===== config.mk =====
export PLATFORM = sky130hd
export DESIGN_NAME = pwm_oversample_irq_divider
export DESIGN_NICKNAME = d
export VERILOG_FILES = /design/src/logic/ovs_irq_pkg.sv /design/src/logic/pwm_oversample_irq_divider.sv
export SDC_FILE = /design/constraint.sdc
export NUM_CORES = 1
export LEC_CHECK = 0
export BUFFER_PORTS_ARGS = -buffer_cell sky130_fd_sc_hd__buf_2
export CAP_MARGIN = 15
export CORE_UTILIZATION = 59
export DETAILED_ROUTE_END_ITERATION = 10
export PLACE_DENSITY = 0.89
export SYNTH_ARGS = -nofsm -noshare
export SYNTH_HDL_FRONTEND = slang
export SYNTH_SLANG_ARGS = --single-unit

===== constraint.sdc =====
create_clock -name CLK -period 4.19 [get_ports CLK]
set_clock_uncertainty 0.05 [all_clocks]
set_input_delay 0.838 -clock CLK [delete_from_list [all_inputs] [get_ports CLK]]
set_output_delay 0.838 -clock CLK [all_outputs]
set_load 0.005 [all_outputs]

===== src/logic/ovs_irq_pkg.sv =====
// Constants, register map and types for the oversampling and irq divider
package ovs_irq_pkg;

    // Register byte offsets on the bus
    localparam logic [7:0] REG_CTRL   = 8'h00;
    localparam logic [7:0] REG_PERIOD = 8'h04;
    localparam logic [7:0] REG_SAMPLE = 8'h08;
    localparam logic [7:0] REG_IDIV   = 8'h0C;
    localparam logic [7:0] REG_STATUS = 8'h10;
    localparam logic [7:0] REG_MASK   = 8'h14;
    localparam logic [7:0] REG_COUNT  = 8'h18;

    // Control register fields
    localparam int CTRL_EN_BIT  = 0;
    localparam int CTRL_OVS_LSB = 1;
    localparam int OVS_W        = 2;
    localparam int IDIV_W       = 4;
    localparam int DCNT_W       = 8;

    // Status and mask bit positions
    localparam int ST_W          = 2;
    localparam int ST_PERIOD_IRQ = 0;
    localparam int ST_SAMPLE     = 1;

    // Reset values
    localparam logic [OVS_W-1:0]  OVS_RST  = 2'h0;
    localparam logic [IDIV_W-1:0] IDIV_RST = 4'h0;
    localparam logic [ST_W-1:0]   MASK_RST = 2'h0;
    localparam logic [DCNT_W-1:0] DCNT_RST = 8'h00;

    // Oversampling codes
    localparam logic [OVS_W-1:0] OVS_X1 = 2'h0;
    localparam logic [OVS_W-1:0] OVS_X2 = 2'h1;
    localparam logic [OVS_W-1:0] OVS_X4 = 2'h2;
    localparam logic [OVS_W-1:0] OVS_X8 = 2'h3;

    // Divide setting that leaves the period interrupt off
    localparam logic [IDIV_W-1:0] IDIV_OFF = 4'h0;

    typedef enum logic [1:0] {
        OS_IDLE = 2'b01,
        OS_RUN  = 2'b10
    } os_state_t;

endpackage : ovs_irq_pkg


===== src/logic/pwm_oversample_irq_divider.sv =====
// Sample-trigger oversampling and period interrupt divider of one channel
// Operation
// - With oversampling code 00 one error_adc trigger fires per period where the counter equals the sample value.
// - Codes 01, 10 and 11 give two, four and eight error_adc triggers per period.
// - Extra triggers follow the first at spacing of the period divided by 2, 4 or 8.
// - The cpu interrupt event is derived from the period and fires at most once per divided group of periods.
// - The divider count reaches up to 255 and the event comes every count plus one periods.
// - Divide settings 1 to 15 map to counts 0,1,3,7,15,31,47,63,79,95,127,159,191,223,255.
// - The divided event also starts the general_adc conversion sequence.
// - The period register holds the period count and the counter restarts on reaching it.
`timescale 1ns/10ps
module pwm_oversample_irq_divider
#(
    parameter int CNT_W = 14
) (
    input  wire logic              CLK,
    input  wire logic              SRST,
    input  wire logic              WB_CYC_I,
    input  wire logic              WB_STB_I,
    input  wire logic              WB_WE_I,
    input  wire logic [7:0]        WB_ADR_I,
    input  wire logic [3:0]        WB_SEL_I,
    input  wire logic [31:0]       WB_DAT_I,
    output logic      [31:0]       WB_DAT_O,
    output logic                   WB_ACK_O,
    output logic                   ERROR_ADC_TRIG,
    output logic                   GENERAL_ADC_TRIG,
    output logic                   IRQ
);
    import ovs_irq_pkg::*;

    if (CNT_W < 4 || CNT_W > 24) begin : g_chk
        $error("CNT_W must lie between 4 and 24");
    end

    // Byte-lane merge of a write into a stored word
    function automatic logic [31:0] merge(input logic [31:0] old,
                                          input logic [31:0] wd,
                                          input logic [3:0]  sel);
        logic [31:0] r;
        r = old;
        for (int i = 0; i < 4; i++) begin
            if (sel[i]) begin
                r[8*i +: 8] = wd[8*i +: 8];
            end
        end
        return r;
    endfunction : merge

    // Divide setting to divider count
    function automatic logic [DCNT_W-1:0] div_count(
        input logic [IDIV_W-1:0] s);
        logic [DCNT_W-1:0] c;
        c = 8'h00;
        unique case (s)
            4'h1:    c = 8'h00;
            4'h2:    c = 8'h01;
            4'h3:    c = 8'h03;
            4'h4:    c = 8'h07;
            4'h5:    c = 8'h0F;
            4'h6:    c = 8'h1F;
            4'h7:    c = 8'h2F;
            4'h8:    c = 8'h3F;
            4'h9:    c = 8'h4F;
            4'hA:    c = 8'h5F;
            4'hB:    c = 8'h7F;
            4'hC:    c = 8'h9F;
            4'hD:    c = 8'hBF;
            4'hE:    c = 8'hDF;
            4'hF:    c = 8'hFF;
            default: c = 8'h00;
        endcase
        return c;
    endfunction : div_count

    logic                ack_q;
    logic                en_q;
    logic [OVS_W-1:0]    ovs_q;
    logic [CNT_W-1:0]    period_q;
    logic [CNT_W-1:0]    sample_q;
    logic [IDIV_W-1:0]   idiv_q;
    logic [ST_W-1:0]     status_q;
    logic [ST_W-1:0]     mask_q;
    logic [CNT_W-1:0]    cnt_q;
    logic [DCNT_W-1:0]   div_cnt_q;
    os_state_t           state_q;
    logic [CNT_W:0]      sub_q;
    logic [2:0]          left_q;
    logic [31:0]         rdata;
    logic                req;
    logic                wr;
    logic [31:0]         wval;
    logic                period_end;
    logic                hit;
    logic                fire;
    logic                irq_evt;
    logic                idiv_wr;
    logic [CNT_W:0]      ival;
    logic [2:0]          extras;

    // Bus access; ack comes one cycle after the request is seen
    assign req     = WB_CYC_I && WB_STB_I;
    assign wr      = req && WB_WE_I && ack_q;
    assign idiv_wr = wr && WB_ADR_I == REG_IDIV && WB_SEL_I[0];
    assign WB_ACK_O = ack_q;

    always_ff @(posedge CLK) begin
        if (SRST) begin
            ack_q <= 1'b0;
        end else begin
            ack_q <= req && !ack_q;
        end
    end

    always_comb begin
        rdata = 32'h0000_0000;
        unique case (WB_ADR_I)
            REG_CTRL: begin
                rdata[CTRL_EN_BIT] = en_q;
                rdata[CTRL_OVS_LSB +: OVS_W] = ovs_q;
            end
            REG_PERIOD: rdata[CNT_W-1:0]  = period_q;
            REG_SAMPLE: rdata[CNT_W-1:0]  = sample_q;
            REG_IDIV:   rdata[IDIV_W-1:0] = idiv_q;
            REG_STATUS: rdata[ST_W-1:0]   = status_q;
            REG_MASK:   rdata[ST_W-1:0]   = mask_q;
            REG_COUNT:  rdata[CNT_W-1:0]  = cnt_q;
            default:    rdata = 32'h0000_0000;
        endcase
    end

    always_ff @(posedge CLK) begin
        if (SRST) begin
            WB_DAT_O <= 32'h0000_0000;
        end else if (req && !ack_q && !WB_WE_I) begin
            WB_DAT_O <= rdata;
        end
    end

    assign wval = merge(rdata, WB_DAT_I, WB_SEL_I);

    always_ff @(posedge CLK) begin
        if (SRST) begin
            en_q     <= 1'b0;
            ovs_q    <= OVS_RST;
            period_q <= '0;
            sample_q <= '0;
            idiv_q   <= IDIV_RST;
            mask_q   <= MASK_RST;
        end else if (wr) begin
            unique case (WB_ADR_I)
                REG_CTRL: begin
                    en_q  <= wval[CTRL_EN_BIT];
                    ovs_q <= wval[CTRL_OVS_LSB +: OVS_W];
                end
                REG_PERIOD: period_q <= wval[CNT_W-1:0];
                REG_SAMPLE: sample_q <= wval[CNT_W-1:0];
                REG_IDIV:   idiv_q   <= wval[IDIV_W-1:0];
                REG_MASK:   mask_q   <= wval[ST_W-1:0];
                default: begin
                end
            endcase
        end
    end

    // Period counter; >= guards a period shortened below the count
    assign period_end = en_q && cnt_q >= period_q;
    assign hit        = en_q && cnt_q == sample_q;

    always_ff @(posedge CLK) begin
        if (SRST || !en_q) begin
            cnt_q <= '0;
        end else if (period_end) begin
            cnt_q <= '0;
        end else begin
            cnt_q <= cnt_q + 1'b1;
        end
    end

    // Oversampling: spacing is the period length shifted by the code
    assign ival   = ({1'b0, period_q} + 1'b1) >> ovs_q;
    assign extras = 3'((4'h1 << ovs_q) - 4'h1);
    assign fire   = en_q && state_q == OS_RUN && sub_q == ival;

    always_ff @(posedge CLK) begin
        if (SRST || !en_q) begin
            state_q <= OS_IDLE;
            sub_q   <= '0;
            left_q  <= 3'h0;
        end else begin
            unique case (state_q)
                OS_IDLE: begin
                    if (hit && ovs_q != OVS_X1 && ival != '0) begin
                        state_q <= OS_RUN;
                        sub_q   <= (CNT_W+1)'(1);
                        left_q  <= extras;
                    end
                end
                OS_RUN: begin
                    if (fire) begin
                        sub_q  <= (CNT_W+1)'(1);
                        left_q <= left_q - 3'h1;
                        if (left_q == 3'h1) begin
                            state_q <= OS_IDLE;
                        end
                    end else begin
                        sub_q <= sub_q + 1'b1;
                    end
                end
                default: state_q <= OS_IDLE;
            endcase
        end
    end

    always_ff @(posedge CLK) begin
        if (SRST) begin
            ERROR_ADC_TRIG <= 1'b0;
        end else begin
            ERROR_ADC_TRIG <= hit || fire;
        end
    end

    // Period interrupt divider; setting 0 keeps it silent
    assign irq_evt = period_end && idiv_q != IDIV_OFF
                     && div_cnt_q == div_count(idiv_q);

    always_ff @(posedge CLK) begin
        if (SRST || idiv_wr) begin
            div_cnt_q <= DCNT_RST;
        end else if (irq_evt) begin
            div_cnt_q <= DCNT_RST;
        end else if (period_end && idiv_q != IDIV_OFF) begin
            div_cnt_q <= div_cnt_q + 1'b1;
        end
    end

    always_ff @(posedge CLK) begin
        if (SRST) begin
            GENERAL_ADC_TRIG <= 1'b0;
        end else begin
            GENERAL_ADC_TRIG <= irq_evt;
        end
    end

    // Sticky status; a new event beats a simultaneous clear
    always_ff @(posedge CLK) begin
        if (SRST) begin
            status_q <= '0;
        end else begin
            status_q <= (status_q
                & ~((wr && WB_ADR_I == REG_STATUS && WB_SEL_I[0])
                    ? WB_DAT_I[ST_W-1:0] : '0))
                | {hit || fire, irq_evt};
        end
    end

    always_ff @(posedge CLK) begin
        if (SRST) begin
            IRQ <= 1'b0;
        end else begin
            IRQ <= |(status_q & mask_q);
        end
    end
endmodule : pwm_oversample_irq_divider


### After elaboration in Yosys (flattened, before gate mapping)

Memories as Yosys holds them, arrays and structs flattened. A register that Yosys moved wholly into a read port is not among the register bits.
Index checks and enable logic that the tools add are counted.

| storage, ports and cells | value |
|---|---|
| input bits | 49 |
| memories kept | 1 |
| output and inout port bits | 36 |
| ROM bits | 128 |
| logic and storage cells | 104 |
| register bits after elaboration | 99 |

| cells by class | value |
|---|---|
| $add $sub $neg | 6 |
| eq/ne operators | 15 |
| mux-type cells | 19 |
| bitwise operators | 4 |
| reductions and logical operators | 39 |
| shift operators | 2 |
| magnitude comparators | 1 |

Memories:

| memory | depth | width | rd ports | clocked after Yosys merged registers in | write ports | RTL line | source |
|---|---|---|---|---|---|---|---|
| (name not given) | 16 | 8 | 1 | 1 | 0 | pwm_oversample_irq_divider.sv:55 | `unique case (s)` |

Operators by type and width:

| kind | count |
|---|---|
| 15-bit 2-to-1 mux | 2 |
| 10-bit one-hot mux with 3 select lines | 1 |
| 15-bit one-hot mux with 2 select lines | 1 |
| 8-bit by 5-bit equality test with 1-bit output, second input constant | 3 |
| 1-bit logical AND | 17 |
| 8-bit by 4-bit equality test with 1-bit output, second input constant | 2 |
| 14-bit by 1-bit adder with 15-bit output, second input constant | 1 |
| 15-bit by 1-bit adder with 15-bit output, second input constant | 1 |
| 15-bit equality test | 1 |
| 15-bit nonzero test | 1 |
| 15-bit by 2-bit >> shifter with 15-bit output | 1 |
| 14-bit by 1-bit adder with 14-bit output, second input constant | 1 |
| 14-bit equality test | 1 |
| 14-bit >= comparator | 1 |
| 2-bit one-hot mux with 7 select lines | 1 |
| 2-bit AND reduction | 6 |
| 8-bit by 1-bit adder with 8-bit output, second input constant | 1 |
| 8-bit by 3-bit equality test with 1-bit output, second input constant | 1 |
| 8-bit equality test | 1 |
| 8-bit logical NOT | 1 |
| 2-bit 2-to-1 mux | 4 |
| 4-bit 2-to-1 mux | 2 |
| 8-bit 2-to-1 mux | 1 |
| 3-bit 2-to-1 mux | 2 |
| 21 further kinds | 32 |

### Logic depth before layout (Yosys ltp)

| logic depth | value |
|---|---|
| word-level depth | 9 |
| depth in mapped cells | 13 |
| mapped depth without buffers | 11 |

### Least setup slack after synthesis

OpenSTA, ideal clock, no wires.

| timing | value |
|---|---|
| path type | reg-to-reg |
| from | register period_q[0] |
| to | register left_q[1] |
| library setup time | 120 ps |
| arrival time | 3204 ps |
| setup slack | 817 ps |
| data required time | 4020 ps |
| buffers on the path | 2 |
| period minus slack after synthesis | 3373 ps |
| cell stages (with the launch flop) | 13 |
| cells stage by stage | dfxtp_1 ha_1 buf_4 nand2_2 or4_1 buf_2 or4_1 o211ai_1 xor2_1 nor4_1 nand4_1 and3_1 o31a_1 |

| between the ends | value |
|---|---|
| word-level cells in the longest chain between the ends | 6 |
| elaborated cells on any way between the ends | 9 |
| those cells by class | add/sub (1); eq/ne (3); shift (1); reduce/logical (4) |

RTL lines:

| element | RTL line | source |
|---|---|---|
| from (decl) | pwm_oversample_irq_divider.sv:79 | `logic [CNT_W-1:0] period_q;` |
| from (signal assigned) | pwm_oversample_irq_divider.sv:156 | `REG_PERIOD: period_q <= wval[CNT_W-1:0];` |
| 14-bit by 1-bit adder with 15-bit output * | pwm_oversample_irq_divider.sv:181 | `assign ival = ({1'b0, period_q} + 1'b1) >> ovs_q;` |
| 15-bit by 2-bit >> shifter with 15-bit output * | pwm_oversample_irq_divider.sv:181 |  |
| 15-bit equality test / 15-bit nonzero test (equally long branches) | pwm_oversample_irq_divider.sv:183, pwm_oversample_irq_divider.sv:193 |  |
| 1-bit logical AND (on tied branches) | pwm_oversample_irq_divider.sv:183, pwm_oversample_irq_divider.sv:193 |  |
| 2-bit != test (no source line) | -- |  |
| 3-bit AND reduction (no source line) * | -- |  |
| to (signal assigned) | pwm_oversample_irq_divider.sv:196 | `left_q <= extras;` |
| to (signal assigned) | pwm_oversample_irq_divider.sv:202 | `left_q <= left_q - 3'h1;` |
| to (decl) | pwm_oversample_irq_divider.sv:88 | `logic [2:0] left_q;` |

Every way passes the cells marked *; elsewhere a longest branch is shown, timed or not.
A chain may end at the register's enable or synchronous reset.

### Worst setup path after layout

| timing | value |
|---|---|
| from | register period_q[3] |
| to | register sub_q[14] |

| between the ends | value |
|---|---|
| word-level cells in the longest chain between the ends | 6 |
| elaborated cells on any way between the ends | 10 |
| those cells by class | add/sub (1); eq/ne (2); shift (1); mux (2); reduce/logical (4) |

RTL lines:

| element | RTL line | source |
|---|---|---|
| 14-bit by 1-bit adder with 15-bit output * | pwm_oversample_irq_divider.sv:181 |  |
| 15-bit by 2-bit >> shifter with 15-bit output * | pwm_oversample_irq_divider.sv:181 |  |
| 15-bit equality test / 15-bit nonzero test (equally long branches) | pwm_oversample_irq_divider.sv:183, pwm_oversample_irq_divider.sv:193 |  |
| 1-bit logical AND (on tied branches) | pwm_oversample_irq_divider.sv:183, pwm_oversample_irq_divider.sv:193 |  |
| 15-bit 2-to-1 mux / 2-bit != test (equally long branches) | -- |  |
| 15-bit one-hot mux with 2 select lines / 2-bit AND reduction (equally long branches) | -- |  |
| to (signal assigned) | pwm_oversample_irq_divider.sv:195 | `sub_q <= (CNT_W+1)'(1);` |
| to (signal assigned) | pwm_oversample_irq_divider.sv:201 | `sub_q <= (CNT_W+1)'(1);` |
| to (signal assigned) | pwm_oversample_irq_divider.sv:207 | `sub_q <= sub_q + 1'b1;` |
| to (decl) | pwm_oversample_irq_divider.sv:87 | `logic [CNT_W:0] sub_q;` |

Marked as above.

==> impl_results.md <==
* Layout Nets at 1014
* Crit-path max FO at 16
* H-tree Lvls at 3
* Gr ovfl total at 0
* Chip Width at 111.5 um
* Final min period at 3.834 ns
* Outcome: finished, final reports clean
* Worst skew pair latency at 0.36 ns
* Share of cells above drive strength 1 at 0.1099
* Final WL at 18000 um
* Critical Path Source Type: flop
* Worst-Margin Slew at 0.8721 ns
* TritonCTS clock tree: built
* Synth Cell Area at 7078 um2
* Cell Rows at 39
* 1st-iter DRT viols at 682
* Initial antenna violation count at 0
* Vias/cell at 6.365
* CP required at 4.43 ns
* Vias in the first global route at 6303
* Ys Warns at 0
* Total number of vias at 6931
* Drt pass-1 iters at 8
* Sequential area share after synthesis at 0.3026
* Number of buffers created by CTS at 9
* Worst Slack Setup Final at 0.3557 ns
* Cts hold-fix bufs at 0
* Height of the die at 111.5 um
* DR WL/cell at 16.53 um
* FF/Latch Area at 2142 um2
* Max-slew violation count at 0
* Die area at 12440 um2
* Yosys cell types at 67
* RSZ-0062 raised after global routing: false
* Lkg Pwr at 0.003016 uW
* First-pass GRT wire length at 29980 um
* Postcts setup bufs at 0
* Setup violators final at 0
* Clock tree buffer depth at 2
* Worst-path clk slew at 0.07 ns
* Crit end category: flop
* RD Place Congestion at 0.9164
* Critical Path AT at 4.07 ns
* Antenna-violating nets left at 0
* IO Port Bufs at 46
* # IOs at 85
* Max Cap Viol at 0
* Worst Path Class, Setup: flop to flop
* DRC at 0
* Post-route setup TNS at 0 ns
* Slew margin rel. at 0.4183
* Area growth syn-to-layout at 8.485%
* All-Layer GR Usage at 0.2937
* Final hold vios at 0
* Starting Density at 0.6120
* Number of antenna cells inserted at 0
* Post-DP HPWL at 12960 um
* Post-synthesis cell count at 917
* Clock root cell: clkbuf_16
* Crit share post-route at 0.9151
* R2r setup slk at 0.36 ns
* Num Clock Sinks at 107
* VDD IR-drop max at 0.2674 mV
* Dominant synthesized flop cell: dfxtp_1
* Core area at 11560 um2
* Synth async-reset ratio at 0
* CTS resizes at 0
* Dpl ws at 0.4959 ns
* #FFs+latches synth at 107
* Largest net degree at the start of global routing at 55
* Hold WC Path Type: flop to flop
* Syn Area/Cell at 7.719 um2
* PD cells at 259.4 nW/um2
* Area occupied by multi-input gates at 4468 um2
* Peak Freq at 260.8 MHz
* EDFF count, synth at 0
* FILL cells at 901
-- cell type report --
cell class,instances,share of cell area
flip-flops and latches,107,0.2790
repair buffers,71,0.05442
clock buffers,10,0.03112
inverters,43,0.02102
well taps,143,0.02330
clock inverters,6,0.009288
multi-input cells,709,0.5819
-- report_power, final --
group / internal [uW] / switching, uW
Combinational: 28.6 / 49.2
Sequential: 1020 / 3.06
Clock: 487 / 402
Total: 1540 / 454
-- synth_stat cells (15+ instances only) --
cell type  instances  area share
inv_1             43       0.023
a211oi_1          20       0.021
a21oi_1           61       0.043
nor4_1            19       0.017
clkbuf_1          43       0.023
o21ai_0           21       0.015
xnor2_1           34       0.042
or3_1             16       0.014
nand3_1           44       0.031
nor2_1            88       0.047
buf_4             23       0.024
and3_1            15       0.013
dfxtp_1          107        0.30
xor2_1            25       0.031
ha_1              24       0.042
mux2i_1           30       0.042
nand4_1           19       0.017
nand2_1          106       0.056
nor3_1            16       0.011
-- placed cells by master, fill, tap and decap left out, types with 4 or more instances in the layout --
cell type	count
dfxtp_1	107
nand2_1	106
nor2_1	88
a21oi_1	61
buf_2	46
nand3_1	44
inv_1	43
xnor2_1	34
mux2i_1	30
xor2_1	25
buf_4	25
ha_1	24
o21ai_0	21
a211oi_1	20
nand4_1	19
nor4_1	18
conb_1	18
or3_1	16
and3_1	15
nor3_1	15
a222oi_1	10
nor2b_1	10
clkbuf_16	9
nand2b_1	8
o21a_1	8
a2111oi_0	8
a21o_1	8
o211ai_1	7
o2bb2ai_1	7
and2_1	6
or4_1	6
mux2_2	5
or2_2	4
o31ai_1	4
a211o_1	4
o31a_1	4
and4_1	4
a31oi_1	4
a22oi_1	4
-- flip-flops by register name, summed over array words and instances, names as in the netlist, 2 cells and up, named ones only --
signal and cells:
sub_q 15, WB_DAT_O 14, cnt_q 14, period_q 14, sample_q 14, div_cnt_q 8
idiv_q 4, left_q 3, mask_q 2, ovs_q 2, state_q 2, status_q 2
-- metrics by stage --
stage               instances  hold slack, ns  area, um2  power [uW]    util
floorplan                 934          0.3958       7142        1106       -
global placement         1073          0.4067       7368        1122  0.6371
detailed placement       1073          0.4223       7368        1125  0.6371
CTS                      1089          0.4345       7679        1996  0.6640
global route             1089          0.4497       7679        2039  0.6640
finish                   1089          0.4329       7679        1992  0.6640
-- critical path, stage by stage, from the launching register on --
cell       delay [ns]
dfxtp_1          0.57
nand3_4          0.23
or4_1            0.59
buf_4            0.19
xnor2_1          0.23
o221ai_1         0.26
a2111oi_0        0.40
o2111ai_1        0.17
o41ai_1          0.32
buf_4            0.25
and3_1           0.16
buf_4            0.19
o2bb2ai_1        0.12
-- cell families (layout without fill, tap and decap cells) --
family          count (synthesis)  after routing  share of synthesized area
xor+xnor                       59             59                    0.07301
compound gates                199            199                     0.1957
mux                            35             35                    0.05038
other cells                     1             18                  0.0005298
buf+inv                       118            130                    0.07672
fa+ha+maj                      24             24                    0.04243
flops                         107            107                     0.3026
simple gates                  374            374                     0.2586
-- metal layers --
metal	wire [um]	vias to the layer above	global-route usage
met4	539	0	0.1342
met3	1580	55	0.04137
met5	0	-	0
li1	-	3311	-
met1	7558	3212	0.3857
met2	8318	353	0.4788
-- worst paths after layout --
kind | from | endpoint | depth (start not counted)
worst min register to register | WB_DAT_O[2] | WB_DAT_O[2] | 2
worst min-delay path | WB_DAT_O[2] | WB_DAT_O[2] | 2
worst max register to register | period_q[3] | sub_q[14] | 12
worst max-delay path | period_q[3] | sub_q[14] | 12
No activity file was read; power rests on OpenSTA's default activity.
